==> src/pkg/clock_monitor_pkg.sv <==
// Constants, register map and types shared by the clock monitor
package clock_monitor_pkg;

  // ----------------------------------------------------------------
  // Register byte addresses on the Wishbone bus
  // ----------------------------------------------------------------
  localparam logic [7:0] ADDR_OSC_CONTROL    = 8'h00;
  localparam logic [7:0] ADDR_OSC_TUNING     = 8'h04;
  localparam logic [7:0] ADDR_INT_ENABLE_TWO = 8'h08;
  localparam logic [7:0] ADDR_INT_FLAG_TWO   = 8'h0C;

  // ----------------------------------------------------------------
  // Field positions and masks
  // ----------------------------------------------------------------
  localparam int         CTRL_FREQ_LSB     = 4;  // internal_freq_select, 3 bits
  localparam int         CTRL_STATUS_BIT   = 3;  // startup_timeout_status
  localparam int         CTRL_HF_READY_BIT = 2;  // High-speed source stable
  localparam int         CTRL_LF_READY_BIT = 1;  // Low-speed source stable
  localparam int         CTRL_SEL_BIT      = 0;  // sys_clock_select
  localparam int         OSC_FAIL_BIT      = 7;  // Same bit in enable and flag regs
  localparam logic [7:0] TUNE_MASK         = 8'h1F;
  localparam logic [7:0] INT_MASK          = 8'hFD;

  // ----------------------------------------------------------------
  // Reset values
  // ----------------------------------------------------------------
  localparam logic [2:0] FREQ_SEL_RESET = 3'h6;  // 4 MHz internal
  localparam logic [7:0] TUNE_RESET     = 8'h00;
  localparam logic [7:0] INT_RESET      = 8'h00;

  // ----------------------------------------------------------------
  // Timing counts
  // ----------------------------------------------------------------
  localparam int CLK_HZ        = 20000000;
  localparam int LF_OSC_HZ     = 31000;     // Nominal, uncalibrated
  localparam int SAMPLE_DIV    = 64;        // Low-speed source to sample clock
  localparam int SAMPLE_HALF   = SAMPLE_DIV / 2;
  localparam int STARTUP_COUNT = 1024;      // External oscillations to count

  // ----------------------------------------------------------------
  // Types
  // ----------------------------------------------------------------
  typedef enum logic [2:0] {
    CRYSTAL_LOW_POWER_MODE  = 3'b000,
    CRYSTAL_MEDIUM_MODE     = 3'b001,
    CRYSTAL_HIGH_SPEED_MODE = 3'b010,
    DRIVEN_CLOCK_INPUT_MODE = 3'b011,
    RESISTOR_CAPACITOR_MODE = 3'b100,
    RESISTOR_CAP_IO_MODE    = 3'b101
  } osc_mode_t;

  typedef enum logic [1:0] {
    ST_SLEEP   = 2'b00,
    ST_STARTUP = 2'b01,
    ST_RUN     = 2'b10
  } run_state_t;

  typedef struct packed {
    logic        cyc;
    logic        stb;
    logic        we;
    logic [7:0]  adr;
    logic [3:0]  sel;
    logic [31:0] dat;
  } wb_req_t;

endpackage

==> src/logic/fail_safe_clock_monitor.sv <==
// Fail-safe clock monitor with start-up timer and Wishbone registers
`timescale 1ns/1ps

module fail_safe_clock_monitor
  import clock_monitor_pkg::*;
#(
  parameter int STARTUP_CYCLES = STARTUP_COUNT
) (
  input  wire logic       clk_i,                  // System clock, 20 MHz
  input  wire logic       rst_i,                  // Synchronous reset, high
  input  wire wb_req_t    wb_req_i,               // Wishbone request group
  output logic [31:0]     wb_dat_o,               // Wishbone read data
  output logic            wb_ack_o,               // Wishbone acknowledge
  input  wire logic       ext_clk_i,              // Primary external oscillator
  input  wire logic       low_freq_internal_osc_i,// Nominal 31 kHz source
  input  wire logic       fail_safe_enable_cfg_i, // Monitor enable, static
  input  wire osc_mode_t  osc_mode_i,             // External mode, static
  input  wire logic       sleep_i,                // Sleep executed, pulse
  input  wire logic       wake_i,                 // Wake-up from sleep, pulse
  output logic            sys_clk_ext_o,          // 1 external, 0 internal
  output logic [2:0]      internal_freq_select_o, // Internal frequency choice
  output logic [4:0]      osc_tune_o,             // Internal tuning value
  output logic            cpu_hold_o,             // Execution held in start-up
  output logic            irq_o                   // Oscillator fail interrupt
);

  // Terminal counts; the start-up counter is ten bits wide, so the
  // parameter must stay at or below 1024 for the compare to work
  localparam logic [9:0] STARTUP_LAST = 10'(STARTUP_CYCLES - 1);
  localparam logic [4:0] HALF_LAST    = 5'(SAMPLE_HALF - 1);

  // ----------------------------------------------------------------
  // Pin synchronisers
  // ----------------------------------------------------------------
  logic [1:0] sync1_q, sync1_d;
  logic [1:0] sync2_q, sync2_d;
  logic [1:0] sync3_q, sync3_d;
  logic [1:0] stable_q, stable_d;
  logic [1:0] prev_q, prev_d;
  logic       ext_fall;
  logic       lf_rise;

  // Three stages; a level counts once stages two and three agree
  // Both pins are far slower than the system clock, so the extra
  // stage costs only latency, never a lost edge. Bit 0 is the
  // external pin, bit 1 the low-speed source.
  // A disagreement between stages two and three keeps the old level,
  // which filters a single metastable sample.
  always_comb begin
    sync1_d  = {low_freq_internal_osc_i, ext_clk_i};
    sync2_d  = sync1_q;
    sync3_d  = sync2_q;
    stable_d = ((sync2_q ~^ sync3_q) & sync3_q) | ((sync2_q ^ sync3_q) & stable_q);
    prev_d   = stable_q;
  end

  always_ff @(posedge clk_i) begin
    if (rst_i) begin
      sync1_q  <= 2'h0;
      sync2_q  <= 2'h0;
      sync3_q  <= 2'h0;
      stable_q <= 2'h0;
      prev_q   <= 2'h0;
    end else begin
      sync1_q  <= sync1_d;
      sync2_q  <= sync2_d;
      sync3_q  <= sync3_d;
      stable_q <= stable_d;
      prev_q   <= prev_d;
    end
  end

  // Edges of the filtered levels
  // Registers clear to zero, so an idle-high external pin gives a
  // rising edge after reset, never a false falling edge.
  assign ext_fall = prev_q[0] & ~stable_q[0];
  assign lf_rise  = ~prev_q[1] & stable_q[1];  // Source is ~31 kHz

  // ----------------------------------------------------------------
  // Sample clock divider and fail detector
  // ----------------------------------------------------------------
  logic [4:0] div_q, div_d;
  logic       sample_q, sample_d;
  logic       latch_q, latch_d;
  logic       fail_seen_q, fail_seen_d;
  logic       sample_rise;
  logic       sample_fall;
  logic       armed;

  // Toggle every 32 source edges, giving a divide by 64
  // The sample clock is never used as a clock: it is a level in the
  // system domain, and its edges are one-cycle strobes.
  // The divider runs whether or not the monitor is armed, so the
  // first check after arming may come early in a half period.
  always_comb begin
    div_d       = div_q;
    sample_d    = sample_q;
    sample_rise = 1'b0;
    sample_fall = 1'b0;
    if (lf_rise) begin
      if (div_q == HALF_LAST) begin
        div_d       = 5'h00;
        sample_d    = ~sample_q;
        sample_rise = ~sample_q;
        sample_fall = sample_q;
      end else begin
        div_d = div_q + 5'h01;
      end
    end
  end

  // Set wins over clear: a coincident external edge proves the clock alive
  always_comb begin
    latch_d = latch_q;
    if (ext_fall) begin
      latch_d = 1'b1;
    end else if (sample_rise) begin
      latch_d = 1'b0;
    end
    // Clear at rising, test at falling: one whole half period with no low
    fail_seen_d = armed & sample_fall & ~latch_q & ~ext_fall;
  end

  // Result registered here before the switch logic reads it
  // One cycle of lag is harmless against a half period of some 20000
  // cycles at 31 kHz and 20 MHz, and keeps the switch free of combinational glitches.
  always_ff @(posedge clk_i) begin
    if (rst_i) begin
      div_q       <= 5'h00;
      sample_q    <= 1'b0;
      latch_q     <= 1'b0;
      fail_seen_q <= 1'b0;
    end else begin
      div_q       <= div_d;
      sample_q    <= sample_d;
      latch_q     <= latch_d;
      fail_seen_q <= fail_seen_d;
    end
  end

  // ----------------------------------------------------------------
  // Start-up timer and fail condition
  // ----------------------------------------------------------------
  run_state_t state_q, state_d;
  logic [9:0] startup_cnt_q, startup_cnt_d;
  logic       fail_cond_q, fail_cond_d;
  logic       crystal;
  logic       sel_toggle;
  logic       fail_event;

  assign crystal = (osc_mode_i == CRYSTAL_LOW_POWER_MODE) ||
                   (osc_mode_i == CRYSTAL_MEDIUM_MODE) ||
                   (osc_mode_i == CRYSTAL_HIGH_SPEED_MODE);

  // Only armed once running after the timer, and only when enabled
  // Once a failure is latched the detector rests until the condition
  // is cleared, so a dead clock raises the flag only once.
  assign armed = fail_safe_enable_cfg_i & (state_q == ST_RUN) & ~fail_cond_q;
  assign fail_event = fail_seen_q & armed;

  // Next state of the run sequencer
  // Priority, lowest first: normal sequencing, select toggle, sleep.
  // Sleep wins because it aborts any start-up in progress.
  always_comb begin
    state_d       = state_q;
    startup_cnt_d = startup_cnt_q;
    fail_cond_d   = fail_cond_q;
    case (state_q)
      ST_SLEEP: begin
        if (wake_i) begin
          state_d       = ST_STARTUP;
          startup_cnt_d = 10'h000;
        end
      end
      ST_STARTUP: begin
        if (!crystal) begin
          state_d     = ST_RUN;
          fail_cond_d = 1'b0;
        end else if (ext_fall) begin
          if (startup_cnt_q == STARTUP_LAST) begin
            state_d     = ST_RUN;
            fail_cond_d = 1'b0;
          end else begin
            startup_cnt_d = startup_cnt_q + 10'h001;
          end
        end
      end
      ST_RUN: begin
        if (fail_event) begin
          fail_cond_d = 1'b1;
        end
      end
      default: begin
        state_d = ST_STARTUP;
      end
    endcase
    // Toggle restarts the timer; fail condition holds until it expires
    if (sel_toggle && (state_q != ST_SLEEP)) begin
      state_d       = ST_STARTUP;
      startup_cnt_d = 10'h000;
    end
    // Sleep aborts start-up and clears the fail condition
    if (sleep_i) begin
      state_d       = ST_SLEEP;
      startup_cnt_d = 10'h000;
      fail_cond_d   = 1'b0;
    end
  end

  // Reset enters start-up and clears the fail condition
  always_ff @(posedge clk_i) begin
    if (rst_i) begin
      state_q       <= ST_STARTUP;
      startup_cnt_q <= 10'h000;
      fail_cond_q   <= 1'b0;
    end else begin
      state_q       <= state_d;
      startup_cnt_q <= startup_cnt_d;
      fail_cond_q   <= fail_cond_d;
    end
  end

  // ----------------------------------------------------------------
  // Wishbone slave and registers
  // ----------------------------------------------------------------
  logic        ack_q, ack_d;
  logic [31:0] rdata_q, rdata_d;
  logic [2:0]  freq_sel_q, freq_sel_d;
  logic        clk_sel_q, clk_sel_d;
  logic [7:0]  tune_q, tune_d;
  logic [7:0]  int_en_q, int_en_d;
  logic [7:0]  int_flag_q, int_flag_d;
  logic        wr;
  logic [7:0]  wdat;
  logic [7:0]  ctrl_rd;

  // Write lands on the edge that samples ack, byte lane zero only
  // Each register is eight bits in the low lane of its own word;
  // upper lanes read zero and ignore writes.
  assign wr      = wb_req_i.cyc & wb_req_i.stb & wb_req_i.we & ack_q & wb_req_i.sel[0];
  assign wdat    = wb_req_i.dat[7:0];
  assign ctrl_rd = {1'b0, freq_sel_q, sys_clk_ext_o, 1'b1, 1'b1, clk_sel_q};
  assign sel_toggle = wr && (wb_req_i.adr == ADDR_OSC_CONTROL) &&
                      (wdat[CTRL_SEL_BIT] != clk_sel_q);

  // One-cycle ack; unmapped addresses ack with zero data
  // Acking unmapped addresses keeps a stray access from hanging the
  // bus; the master must release between transfers, since ack
  // returns two cycles later if the request is held.
  always_comb begin
    ack_d      = wb_req_i.cyc & wb_req_i.stb & ~ack_q;
    rdata_d    = 32'h0000_0000;
    freq_sel_d = freq_sel_q;
    clk_sel_d  = clk_sel_q;
    tune_d     = tune_q;
    int_en_d   = int_en_q;
    int_flag_d = int_flag_q;
    if (wb_req_i.adr == ADDR_OSC_CONTROL) begin
      rdata_d = {24'h00_0000, ctrl_rd};
      if (wr) begin
        freq_sel_d = wdat[CTRL_FREQ_LSB +: 3];
        clk_sel_d  = wdat[CTRL_SEL_BIT];
      end
    end else if (wb_req_i.adr == ADDR_OSC_TUNING) begin
      rdata_d = {24'h00_0000, tune_q};
      if (wr) begin
        tune_d = wdat & TUNE_MASK;
      end
    end else if (wb_req_i.adr == ADDR_INT_ENABLE_TWO) begin
      rdata_d = {24'h00_0000, int_en_q};
      if (wr) begin
        int_en_d = wdat & INT_MASK;
      end
    end else if (wb_req_i.adr == ADDR_INT_FLAG_TWO) begin
      rdata_d = {24'h00_0000, int_flag_q};
      if (wr) begin
        int_flag_d = wdat & INT_MASK;
        // Clearing refused while the fail condition stands
        int_flag_d[OSC_FAIL_BIT] = wdat[OSC_FAIL_BIT] | fail_cond_q;
      end
    end
    // Hardware set wins over a coincident software clear
    if (fail_event) begin
      int_flag_d[OSC_FAIL_BIT] = 1'b1;
    end
    if (!ack_d) begin
      rdata_d = 32'h0000_0000;
    end
  end

  // Frequency select returns to 4 MHz and clock select to 0 on reset
  // Every reset behaves alike; there is no separate power-on state.
  always_ff @(posedge clk_i) begin
    if (rst_i) begin
      ack_q      <= 1'b0;
      rdata_q    <= 32'h0000_0000;
      freq_sel_q <= FREQ_SEL_RESET;
      clk_sel_q  <= 1'b0;
      tune_q     <= TUNE_RESET;
      int_en_q   <= INT_RESET;
      int_flag_q <= INT_RESET;
    end else begin
      ack_q      <= ack_d;
      rdata_q    <= rdata_d;
      freq_sel_q <= freq_sel_d;
      clk_sel_q  <= clk_sel_d;
      tune_q     <= tune_d;
      int_en_q   <= int_en_d;
      int_flag_q <= int_flag_d;
    end
  end

  assign wb_ack_o               = ack_q;
  assign wb_dat_o               = rdata_q;
  assign internal_freq_select_o = freq_sel_q;
  assign osc_tune_o             = tune_q[4:0];

  // ----------------------------------------------------------------
  // Clock select, hold and interrupt outputs
  // ----------------------------------------------------------------
  logic ext_q, ext_d;
  logic hold_q, hold_d;
  logic irq_q, irq_d;

  // Built from next values so outputs track state without extra lag
  // The select output reports the source actually in use; an
  // automatic switch never alters the software select bit, so the
  // status bit and the oscillator fail flag (bit 7 of the flag register) are what show a failover.
  // The interrupt is a level that follows flag and enable together.
  always_comb begin
    // External only after the timer, with no failure and select at 0
    ext_d  = (state_d == ST_RUN) & ~fail_cond_d & ~clk_sel_d;
    // Without the monitor a crystal start-up with select at 0 halts execution
    hold_d = (state_d == ST_STARTUP) & crystal & ~fail_safe_enable_cfg_i &
             ~clk_sel_d;
    irq_d  = int_flag_d[OSC_FAIL_BIT] & int_en_d[OSC_FAIL_BIT];
  end

  always_ff @(posedge clk_i) begin
    if (rst_i) begin
      ext_q  <= 1'b0;
      hold_q <= 1'b0;
      irq_q  <= 1'b0;
    end else begin
      ext_q  <= ext_d;
      hold_q <= hold_d;
      irq_q  <= irq_d;
    end
  end

  // Outputs come straight from the registers above
  assign sys_clk_ext_o = ext_q;
  assign cpu_hold_o    = hold_q;
  assign irq_o         = irq_q;

endmodule

==> config.mk <==
export PLATFORM = sky130hd
export DESIGN_NAME = fail_safe_clock_monitor
export DESIGN_NICKNAME = d
export VERILOG_FILES = /design/src/pkg/clock_monitor_pkg.sv /design/src/logic/fail_safe_clock_monitor.sv
export SDC_FILE = /design/constraint.sdc
export NUM_CORES = 1
export LEC_CHECK = 0
export ABC_AREA = 1
export BUFFER_PORTS_ARGS = -buffer_cell sky130_fd_sc_hd__buf_2
export CAP_MARGIN = 5
export CORE_MARGIN = 3
export CORE_UTILIZATION = 48
export DETAILED_ROUTE_END_ITERATION = 8
export PLACE_DENSITY = 0.76
export SLEW_MARGIN = 20
export SYNTH_ARGS = -nofsm -noshare
export SYNTH_HDL_FRONTEND = slang
export SYNTH_SLANG_ARGS = --single-unit
==> constraint.sdc <==
create_clock -name clk_i -period 1.75 [get_ports clk_i]
set_input_delay 0.175 -clock clk_i [delete_from_list [all_inputs] [get_ports clk_i]]
set_output_delay 0.175 -clock clk_i [all_outputs]
set_load 0.05 [all_outputs]
==> results of run 1 <==
==> layer usage <==
layer / vias to the layer above / share of wire / GRT usage
met4: 0 / 0.017 / 0.0577
met2: 83 / 0.46 / 0.296
met5: - / 0 / 0
met1: 1259 / 0.47 / 0.223
li1: 1468 / - / -
met3: 13 / 0.056 / 0.0489
==> report_power, final <==
group / total (W) / switching, W / internal, W
Clock: 0.00136 / 0.000535 / 0.000824
Combinational: 0.000352 / 0.000268 / 0.0000847
Sequential: 0.00153 / 0.00000919 / 0.00152
Total: 0.00324 / 0.000812 / 0.00243
==> tightest hold or removal path: stages <==
cell,delay (ns)
buf_2,0.07
inv_1,0.03
nor2_1,0.06
==> final cells by class <==
type	instances	area [sq um]	area share
well taps	77	96.3	0.0257
multi-input cells	302	1550	0.415
clock inverters	3	65.1	0.0174
flip-flops and latches	66	1320	0.354
inverters	61	231	0.0619
clock buffers	11	141	0.0378
repair buffers	59	333	0.0889
==> registers in the layout (all words and copies together) (netlist names), 2 cells and up <==
signal / cells
state_q: 2
sync3_q: 2
startup_cnt_q: 10
sync1_q: 2
prev_d: 2
tune_q: 5
wb_dat_o: 8
int_en_q: 7
internal_freq_select_o: 3
sync2_q: 2
div_q: 5
int_flag_q: 7
prev_q: 2
==> per-stage QoR <==
stage / std cells / hold WS (ns) / setup slack, ns / utilization
after floorplan: 460 / 0.282 / 0.0657 / -
after global placement: 562 / 0.375 / 0.162 / 0.543
after detailed placement: 562 / 0.384 / 0.131 / 0.543
after CTS: 576 / 0.0314 / 0.0546 / 0.575
after global routing: 579 / 0.0345 / 0.00493 / 0.579
final: 579 / 0.0418 / 0.148 / 0.579
==> what timing repair did <==
action                     4_1_cts  5_1_grt
buffers inserted                 0        3
setup endpoints to repair        0       13
resized for setup                0        5
==> placed cells by master, fill, tap and decap left out, types with 2 or more instances in the layout <==
master | netlist | layout
xor2_1 | 5 | 5
nor2_4 | 2 | 2
bufinv_16 | 0 | 2
xnor2_1 | 2 | 2
nand2_1 | 83 | 83
ha_1 | 9 | 8
conb_1 | 1 | 24
buf_4 | 25 | 9
nor4_1 | 2 | 2
o21ai_0 | 21 | 21
nand2_4 | 4 | 4
clkbuf_8 | 0 | 10
dfxtp_1 | 66 | 64
nand3_1 | 15 | 15
inv_1 | 53 | 52
nor3_1 | 7 | 7
nand4_1 | 4 | 4
buf_2 | 1 | 49
nor2_2 | 6 | 6
o211ai_1 | 2 | 2
o21ai_1 | 7 | 7
nand2_2 | 2 | 2
nand3_2 | 4 | 4
dfxtp_2 | 0 | 2
inv_2 | 8 | 8
a21oi_1 | 40 | 40
nor2_1 | 50 | 50
==> cell families (layout without fill, tap and decap cells) <==
| logic type | count (synthesis) | after routing |
|---|---|---|
| AO/OA/AOI/OAI | 74 | 74 |
| flip-flops | 66 | 66 |
| buffers and inverters | 92 | 134 |
| adder cells (fa/ha/maj) | 9 | 9 |
| AND/OR/NAND/NOR | 188 | 188 |
| XOR/XNOR | 7 | 7 |
| other | 1 | 24 |
==> worst min-delay path by stage <==
stage	slack, ns	endpoint	start
after global placement	0.38	sync1_q[0]$_SDFF_PP0_	ext_clk_i
after detailed placement	0.38	sync1_q[0]$_SDFF_PP0_	ext_clk_i
after global routing	0.03	sync1_q[1]$_SDFF_PP0_	low_freq_internal_osc_i
after floorplan	0.28	sync1_q[0]$_SDFF_PP0_	ext_clk_i
after CTS	0.03	sync1_q[1]$_SDFF_PP0_	low_freq_internal_osc_i
final	0.04	sync1_q[0]$_SDFF_PP0_	ext_clk_i
==> impl_metrics.yaml, run 1 <==
worst_hold_path:
  holdPathStages: 3
  worst_hold_path_type: "in -> reg"
worst_setup_path:
  slowest_delay_ns: 0.37
  crit_chain: "ha_1, inv_1, nor3_1, ha_1, nand2_1, or2_2, nand2_1, a21oi_1"
  endpoint_kind: "flop"
  worst-path-buf-inv: 1
  slowest_stage: "dfxtp_1"
  start_kind: "flop"
  critPathTopFamily: "simple AND/OR/NAND/NOR gates"
  crit_type: "reg -> reg"
  worstPathMaxFanout: 4
  ff2ff_setup_slack_ns: 0.15
  worstReg2RegStart: "div_q[0]$_SDFFE_PP0P_"
  arrival_ns: 1.82
  rr_endpoint: "latch_q$_SDFFE_PP0P_"
  worstSetupStartpoint: "div_q[0]$_SDFFE_PP0P_"
  cp.depth: 8
  required_ns: 1.97
  crit_path_end: "latch_q$_SDFFE_PP0P_"
  r2r_cells: 8
floorplanning:
  coreArea_sq_um: 6460
  io_pins: 101
  dieArea_sq_um: 7760
  rows: 29
  die_height_um: 88.1
  die_x_um: 88.1
  start_util: 0.501
finish:
  n_antenna_cell: 0
  final_nets: 565
  fin_area_sq_um: 3740
  area_growth_pct: 15.7
  drive_above_1_share: 0.215
  fillers: 596
clocking:
  clockRootBuffer: "clkbuf_8"
  clock_latency_ns: 0.33
  clkTransAtPathRegs_ns: 0.07
  cts_num_sinks: 66
  cts_buffer_depth: 2
  cts_tree: "built"
  ctsHoldBuffers: 0
  htreeDepth: 3
  numCtsBuffers: 9
timing:
  rsz0062_at_grt: "false"
  period_needed_ns: 1.60
  clock_skew_ns: 0.00864
  drv_slew: 0
  setup-tns-final_ns: 0
  setup_viol: 0
  max_freq_mhz: 624
  fin_crit_sh: 0.915
  final_hold_viol_count: 0
logic_synthesis:
  ys_seq_area_frac: 0.408
  synth.distinct_cells: 39
  ys_async_sr_fraction: 0
  synth_top_area_share: 0.408
  ys_ff_latch: 66
  synth-adder-area-share: 0.0348
  synth_top_family_by_area: "simple AND/OR/NAND/NOR gates"
  ys_top_cells_by_count: "nand2_1 (83), dfxtp_1 (66), inv_1 (53)"
  yosysMostFrequentCell: "nand2_1"
  syn_area_sq_um: 3240
  avgSynthCellArea_sq_um: 7.40
  ys_top_cells_by_area: "dfxtp_1 (41%), nand2_1 (9.6%), a21oi_1 (6.2%)"
  ys.flop_type: "dfxtp_1"
  synth-compound-area-share: 0.118
  synth_simple_gate_area_frac: 0.279
  yosysWarnings: 0
  synth_edf_count: 0
  yosys.area.top_type: "dfxtp_1"
  synthXorXnorAreaFrac: 0.0189
  syn_inst: 437
  synth.mux.area_fraction: 0
route:
  wl_per_cell_um: 11.6
  drt_iter0_drc: 164
  drtAntennaViolNets: 0
  vias: 2823
  routed_via_density: 4.88
  route.detailed.drc: 0
  dr.pass1.iters: 4
  postRouteWirelength_um: 6700
global_route:
  first_global_vias: 2537
  grt_overflow: 0
  grt_max_degree: 20
  grt_pass1_wl_um: 10900
  track_usage: 0.178
  antenna_found_initial: 0
status:
  status: "finished, final reports clean"
placement:
  placed_cell_area_sq_um: 3510
  gp_congestion: 0.851
  dp_hpwl_um: 4900
  portBuffers: 49
flow_run:
  max_cap_viol_count: 0
pwr:
  power_w: 0.00324
  leakage_nw: 1.81
  power.density_nw_per_um2: 865
  peakVddDrop_mv: 0.536
Power figures use the tool's default switching activity.
==> inputs of run 2 (changes only) <==
--- a/config.mk
+++ b/config.mk
@@ -12,6 +12,7 @@
 export CORE_UTILIZATION = 48
 export DETAILED_ROUTE_END_ITERATION = 8
 export PLACE_DENSITY = 0.76
+export SETUP_SLACK_MARGIN = 0.2
 export SLEW_MARGIN = 20
 export SYNTH_ARGS = -nofsm -noshare
 export SYNTH_HDL_FRONTEND = slang
==> run 2 against run 1 <==
Clock-buffer cell count shrank 2. Critical path depth is the same. Clock power shrank 8%. Sequential cell count is the same.
==> impl_metrics.yaml, run 2 (synthesized netlist as in run 1, its figures left out) <==
status:
  status: "finished, final reports clean"
timing:
  rsz0062_at_grt: "false"
  setup_viol: 0
  clock_skew_ns: 0.00965
  setup-tns-final_ns: 0
  holdWs_ns: 0.0419
  drv_slew: 0
  max_freq_mhz: 666
  final_hold_viol_count: 0
  fin_crit_sh: 0.858
  worst_slack_ns: 0.249
  period_needed_ns: 1.50
finish:
  fin_util: 0.604
  final_nets: 572
  seqCellArea_sq_um: 1330
  final_cell_mix: "nand2_1 (80), dfxtp_1 (60), inv_1 (49), buf_2 (49), nor2_1 (45)"
  n_antenna_cell: 0
  multi_input_area_sq_um: 1640
  largest_reg_flops: 10
  area_growth_pct: 20.5
  largest_register: "startup_cnt_q"
  mostFrequentLayoutCell: "nand2_1"
  fillers: 550
  drive_above_1_share: 0.278
worst_setup_path:
  endpoint_kind: "flop"
  required_ns: 1.97
  slowest_stage: "dfxtp_2"
  start_kind: "flop"
  worstPathMaxFanout: 4
  crit_type: "reg -> reg"
  arrival_ns: 1.72
  crit_chain: "ha_1, inv_1, nor3_2, ha_2, nand2_2, or2_2, nand2_1, a21oi_1"
  slowest_delay_ns: 0.35
global_route:
  grt_overflow: 0
  gr-usage-met1: 0.233
  first_global_vias: 2556
  gr-usage-met2: 0.303
  antenna_found_initial: 0
  top_usage_layer: "met2"
  track_usage: 0.183
  grt_use_met3: 0.0386
  grt_max_degree: 20
  grt_pass1_wl_um: 11100
pwr:
  power_w: 0.00316
  peakVddDrop_mv: 0.408
  leakage_nw: 1.83
  power.density_nw_per_um2: 812
route:
  wl_per_cell_um: 12.1
  drt_iter0_drc: 121
  postRouteWirelength_um: 7080
  routed_via_density: 4.86
  drtAntennaViolNets: 0
  route.detailed.drc: 0
  dr.pass1.iters: 5
  vias: 2850
placement:
  gp_congestion: 0.848
  preCtsSetupSlack_ns: 0.130
  dp_hpwl_um: 5010
  portBuffers: 49
floorplanning:
  start_util: 0.501
  coreArea_sq_um: 6460
  die_height_um: 88.1
  dieArea_sq_um: 7760
  io_pins: 101
  rows: 29
  die_x_um: 88.1
clocking:
  htreeDepth: 3
  cts_num_sinks: 66
  cts_tree: "built"
  numCtsBuffers: 9
  clockRootBuffer: "clkbuf_8"
  clock_latency_ns: 0.34
  cts_buffer_depth: 2
  clkTransAtPathRegs_ns: 0.07
flow_run:
  max_cap_viol_count: 0
worst_hold_path:
  worst_hold_path_type: "in -> reg"
-- run 2: through the flow --
| stage | instances | instance area, sq um |
|---|---|---|
| after floorplan | 460 | 3320 |
| after global placement | 563 | 3500 |
| after detailed placement | 563 | 3500 |
| after CTS | 580 | 3740 |
| after global routing | 587 | 3900 |
| final | 587 | 3900 |
-- run 2: final cells by class --
type,count,share of cell area
clock buffer,9,0.0318
clock inverter,6,0.0177
inverter,61,0.0613
multi-input combinational,302,0.419
sequential,66,0.342
tap,77,0.0247
timing repair buffer,66,0.103
-- run 2: critical path: cells and delay by family (launching register included) --
family          cells  cell delay [ns]
compound gates      1             0.05
flops               1             0.35
buf+inv             1             0.06
fa+ha+maj           2             0.38
simple gates        4             0.54
-- run 2: timing repair --
| item | in CTS | in global routing |
|---|---|---|
| pin swaps | 0 | 8 |
| gates resized for setup | 5 | 35 |
| setup endpoints to repair | 13 | 18 |
| setup buffers | 2 | 7 |
| hold buffers | 0 | 0 |
| endpoints found under the hold margin | 0 | 0 |
-- run 2: worst paths after layout --
kind | startpoint | endpoint | slack, ns | cells past startpoint
setup / recovery | div_q[0]$_SDFFE_PP0P_ | latch_q$_SDFFE_PP0P_ | 0.25 | 8
hold / removal | ext_clk_i | sync1_q[0]$_SDFF_PP0_ | 0.04 | 3
setup reg to reg | div_q[0]$_SDFFE_PP0P_ | latch_q$_SDFFE_PP0P_ | 0.25 | 8
hold reg to reg | sync1_q[0]$_SDFF_PP0_ | sync2_q[0]$_SDFF_PP0_ | 0.40 | 2
-- run 2: power breakdown --
part	switching [W]	total (W)	internal, W
clock network	0.000598	0.00125	0.000651
registers	0.0000108	0.00153	0.00152
logic	0.000283	0.000389	0.000106
-- run 2: routing by layer --
| metal | part of all wire | vias up |
|---|---|---|
| li1 | - | 1480 |
| met1 | 0.45 | 1288 |
| met2 | 0.49 | 74 |
| met3 | 0.052 | 8 |
| met4 | 0.012 | 0 |
| met5 | 0 | - |
==> inputs of run 3 (changes only) <==
--- a/config.mk
+++ b/config.mk
@@ -5,7 +5,6 @@
 export SDC_FILE = /design/constraint.sdc
 export NUM_CORES = 1
 export LEC_CHECK = 0
-export ABC_AREA = 1
 export BUFFER_PORTS_ARGS = -buffer_cell sky130_fd_sc_hd__buf_2
 export CAP_MARGIN = 5
 export CORE_MARGIN = 3
==> run 3 against run 2 <==
Fmax decreased by 7.2%. First-iteration DRC count rose by 79%. Sequential share of layout area fell by 0.79 points. Critical path depth decreased by 1. Sequential power about the same. Clock power barely moved. Total power up 2.9%. Die area fell by 4.3%. Synthesized cell count is 25% lower. Setup slack got worse by 0.12 ns. Wire length up 4.5%. Clock skew grew 0.0024 ns.
==> impl_metrics.yaml, run 3 <==
logic_synthesis:
  syn_inst: 327
  syn_area_sq_um: 3090
  ys_top_cells_by_area: "dfxtp_1 (43%), mux2i_1 (7.1%), buf_4 (5.8%)"
  avgSynthCellArea_sq_um: 9.44
  synth_top_family_by_area: "simple AND/OR/NAND/NOR gates"
  synth.mux.area_fraction: 0.0932
  ys_ff_latch: 66
  synth_simple_gate_area_frac: 0.236
  synth_edf_count: 0
  synth_top_area_share: 0.428
  yosysWarnings: 0
  ys_async_sr_fraction: 0
  synth.distinct_cells: 51
  synth-adder-area-share: 0.0365
  ys_top_cells_by_count: "dfxtp_1 (66), nor2_1 (38), a21oi_1 (25)"
  yosysMostFrequentCell: "dfxtp_1"
  ys_seq_area_frac: 0.428
  synth-compound-area-share: 0.119
  yosys.area.top_type: "dfxtp_1"
  ys.flop_type: "dfxtp_1"
  synthXorXnorAreaFrac: 0.00567
placement:
  dp_hpwl_um: 4790
  placed_cell_area_sq_um: 3480
  gp_congestion: 0.808
  preCtsSetupSlack_ns: 0.0715
  dp_cells: 454
  portBuffers: 49
worst_setup_path:
  endpoint_kind: "flop"
  start_kind: "flop"
  rr_endpoint: "startup_cnt_q[7]$_SDFFE_PP0P_"
  r2r_cells: 7
  crit_type: "reg -> reg"
  arrival_ns: 1.89
  worstPathMaxFanout: 5
  required_ns: 2.02
  ff2ff_setup_slack_ns: 0.13
  worstReg2RegStart: "state_q[1]$_SDFF_PP0_"
floorplanning:
  die_x_um: 86.2
  start_util: 0.509
  io_pins: 101
  dieArea_sq_um: 7430
  die_height_um: 86.2
  rows: 28
  coreArea_sq_um: 6060
finish:
  final_nets: 474
  drive_above_1_share: 0.380
  final_cell_mix: "dfxtp_1 (55), buf_2 (50), nor2_1 (36)"
  largest_reg_flops: 10
  largest_register: "startup_cnt_q"
  fin_area_sq_um: 4030
  area_growth_pct: 30.4
  fillers: 470
  mostFrequentLayoutCell: "dfxtp_1"
  stdcell_count: 488
  n_antenna_cell: 0
global_route:
  grt_max_degree: 32
  first_global_vias: 2400
  grt_pass1_wl_um: 11000
  grt_overflow: 0
  antenna_found_initial: 0
  track_usage: 0.189
clocking:
  cts_tree: "built"
  clkTransAtPathRegs_ns: 0.07
  clockRootBuffer: "clkbuf_8"
  ctsHoldBuffers: 0
  clock_latency_ns: 0.34
  cts_buffer_depth: 2
  numCtsBuffers: 9
  htreeDepth: 3
  cts_num_sinks: 66
pwr:
  power.density_nw_per_um2: 809
  peakVddDrop_mv: 0.498
  leakage_nw: 1.62
route:
  drtAntennaViolNets: 0
  postRouteWirelength_um: 7400
  route.detailed.drc: 0
  routed_via_density: 5.49
  wl_per_cell_um: 15.2
  dr.pass1.iters: 4
  vias: 2677
  drt_iter0_drc: 217
timing:
  setup_viol: 0
  rsz0062_at_grt: "true"
  clock_skew_ns: 0.0120
  final_hold_viol_count: 0
  worst_slack_ns: 0.133
  period_needed_ns: 1.62
  setup-tns-final_ns: 0
  max_freq_mhz: 618
  drv_slew: 0
  fin_crit_sh: 0.924
flow_run:
  max_cap_viol_count: 0
worst_hold_path:
  holdPathEnd: "sync1_q[0]$_SDFF_PP0_"
  holdPathStages: 2
  worstHoldStart: "ext_clk_i"
  worst_hold_path_type: "in -> reg"
status:
  status: "finished, final reports clean"
[run 3: report_power, final]
part           internal [W]  switching [W]
sequential          0.00151      0.0000103
clock              0.000683       0.000598
combinational      0.000150       0.000304
total               0.00234       0.000912
[run 3: critical path, cell delays in order, from the launching register on]
cell and delay [ns]:
dfxtp_4 0.37, inv_4 0.08, ha_4 0.16, inv_6 0.05, o21ai_4 0.21, nand3_2 0.14, or4_1 0.42, a21oi_1 0.12
[run 3: worst max-delay path by stage]
stage	from	to	depth (start not counted)
after global placement	wb_req_i[37]	sys_clk_ext_o$_SDFF_PP0_	6
after global routing	state_q[1]$_SDFF_PP0_	startup_cnt_q[7]$_SDFFE_PP0P_	7
after floorplan	wb_ack_o$_SDFF_PP0_	tune_q[1]$_SDFFE_PP0P_	5
after detailed placement	state_q[1]$_SDFF_PP0_	startup_cnt_q[9]$_SDFFE_PP0P_	7
final	state_q[1]$_SDFF_PP0_	startup_cnt_q[7]$_SDFFE_PP0P_	7
after CTS	startup_cnt_q[4]$_SDFFE_PP0P_	startup_cnt_q[8]$_SDFFE_PP0P_	6
[run 3: through the flow]
stage                      util  power (W)  hold slack (ns)
after detailed placement  0.574    0.00192            0.392
after floorplan               -    0.00187            0.253
final                     0.664    0.00326           0.0358
after global routing      0.664    0.00338           0.0408
after CTS                 0.645    0.00324           0.0255
after global placement    0.574    0.00191            0.400
[run 3: cell families (layout without fill, tap and decap cells)]
kind of cell    after synthesis  in the layout
simple gates                124            124
flops                        66             66
compound gates               60             60
buf+inv                      40            103
mux                          25             25
fa+ha+maj                     9              9
xor+xnor                      2              2
other cells                   1             24
[run 3: area by class of cell]
cell class / count / area, sq um / area share
Clock buffer: 12 / 176 / 0.0438
Clock inverter: 4 / 30.0 / 0.00746
Inverter: 4 / 22.5 / 0.00560
Multi-Input combinational cell: 244 / 1810 / 0.450
Sequential cell: 66 / 1350 / 0.334
Tap cell: 75 / 93.8 / 0.0233
Timing Repair Buffer: 83 / 546 / 0.136
[run 3: timing repair]
action,CTS,global route
resized for setup,27,26
cloned,2,0
setup endpoints to repair,10,28
pin swaps,24,6
setup buffers,13,3
[run 3: layer usage]
metal | vias up | track usage | part of all wire
met5 | - | 0 | 0
met4 | 0 | 0.0921 | 0.027
met3 | 19 | 0.0456 | 0.072
met2 | 109 | 0.310 | 0.49
met1 | 1259 | 0.232 | 0.41
li1 | 1290 | - | -
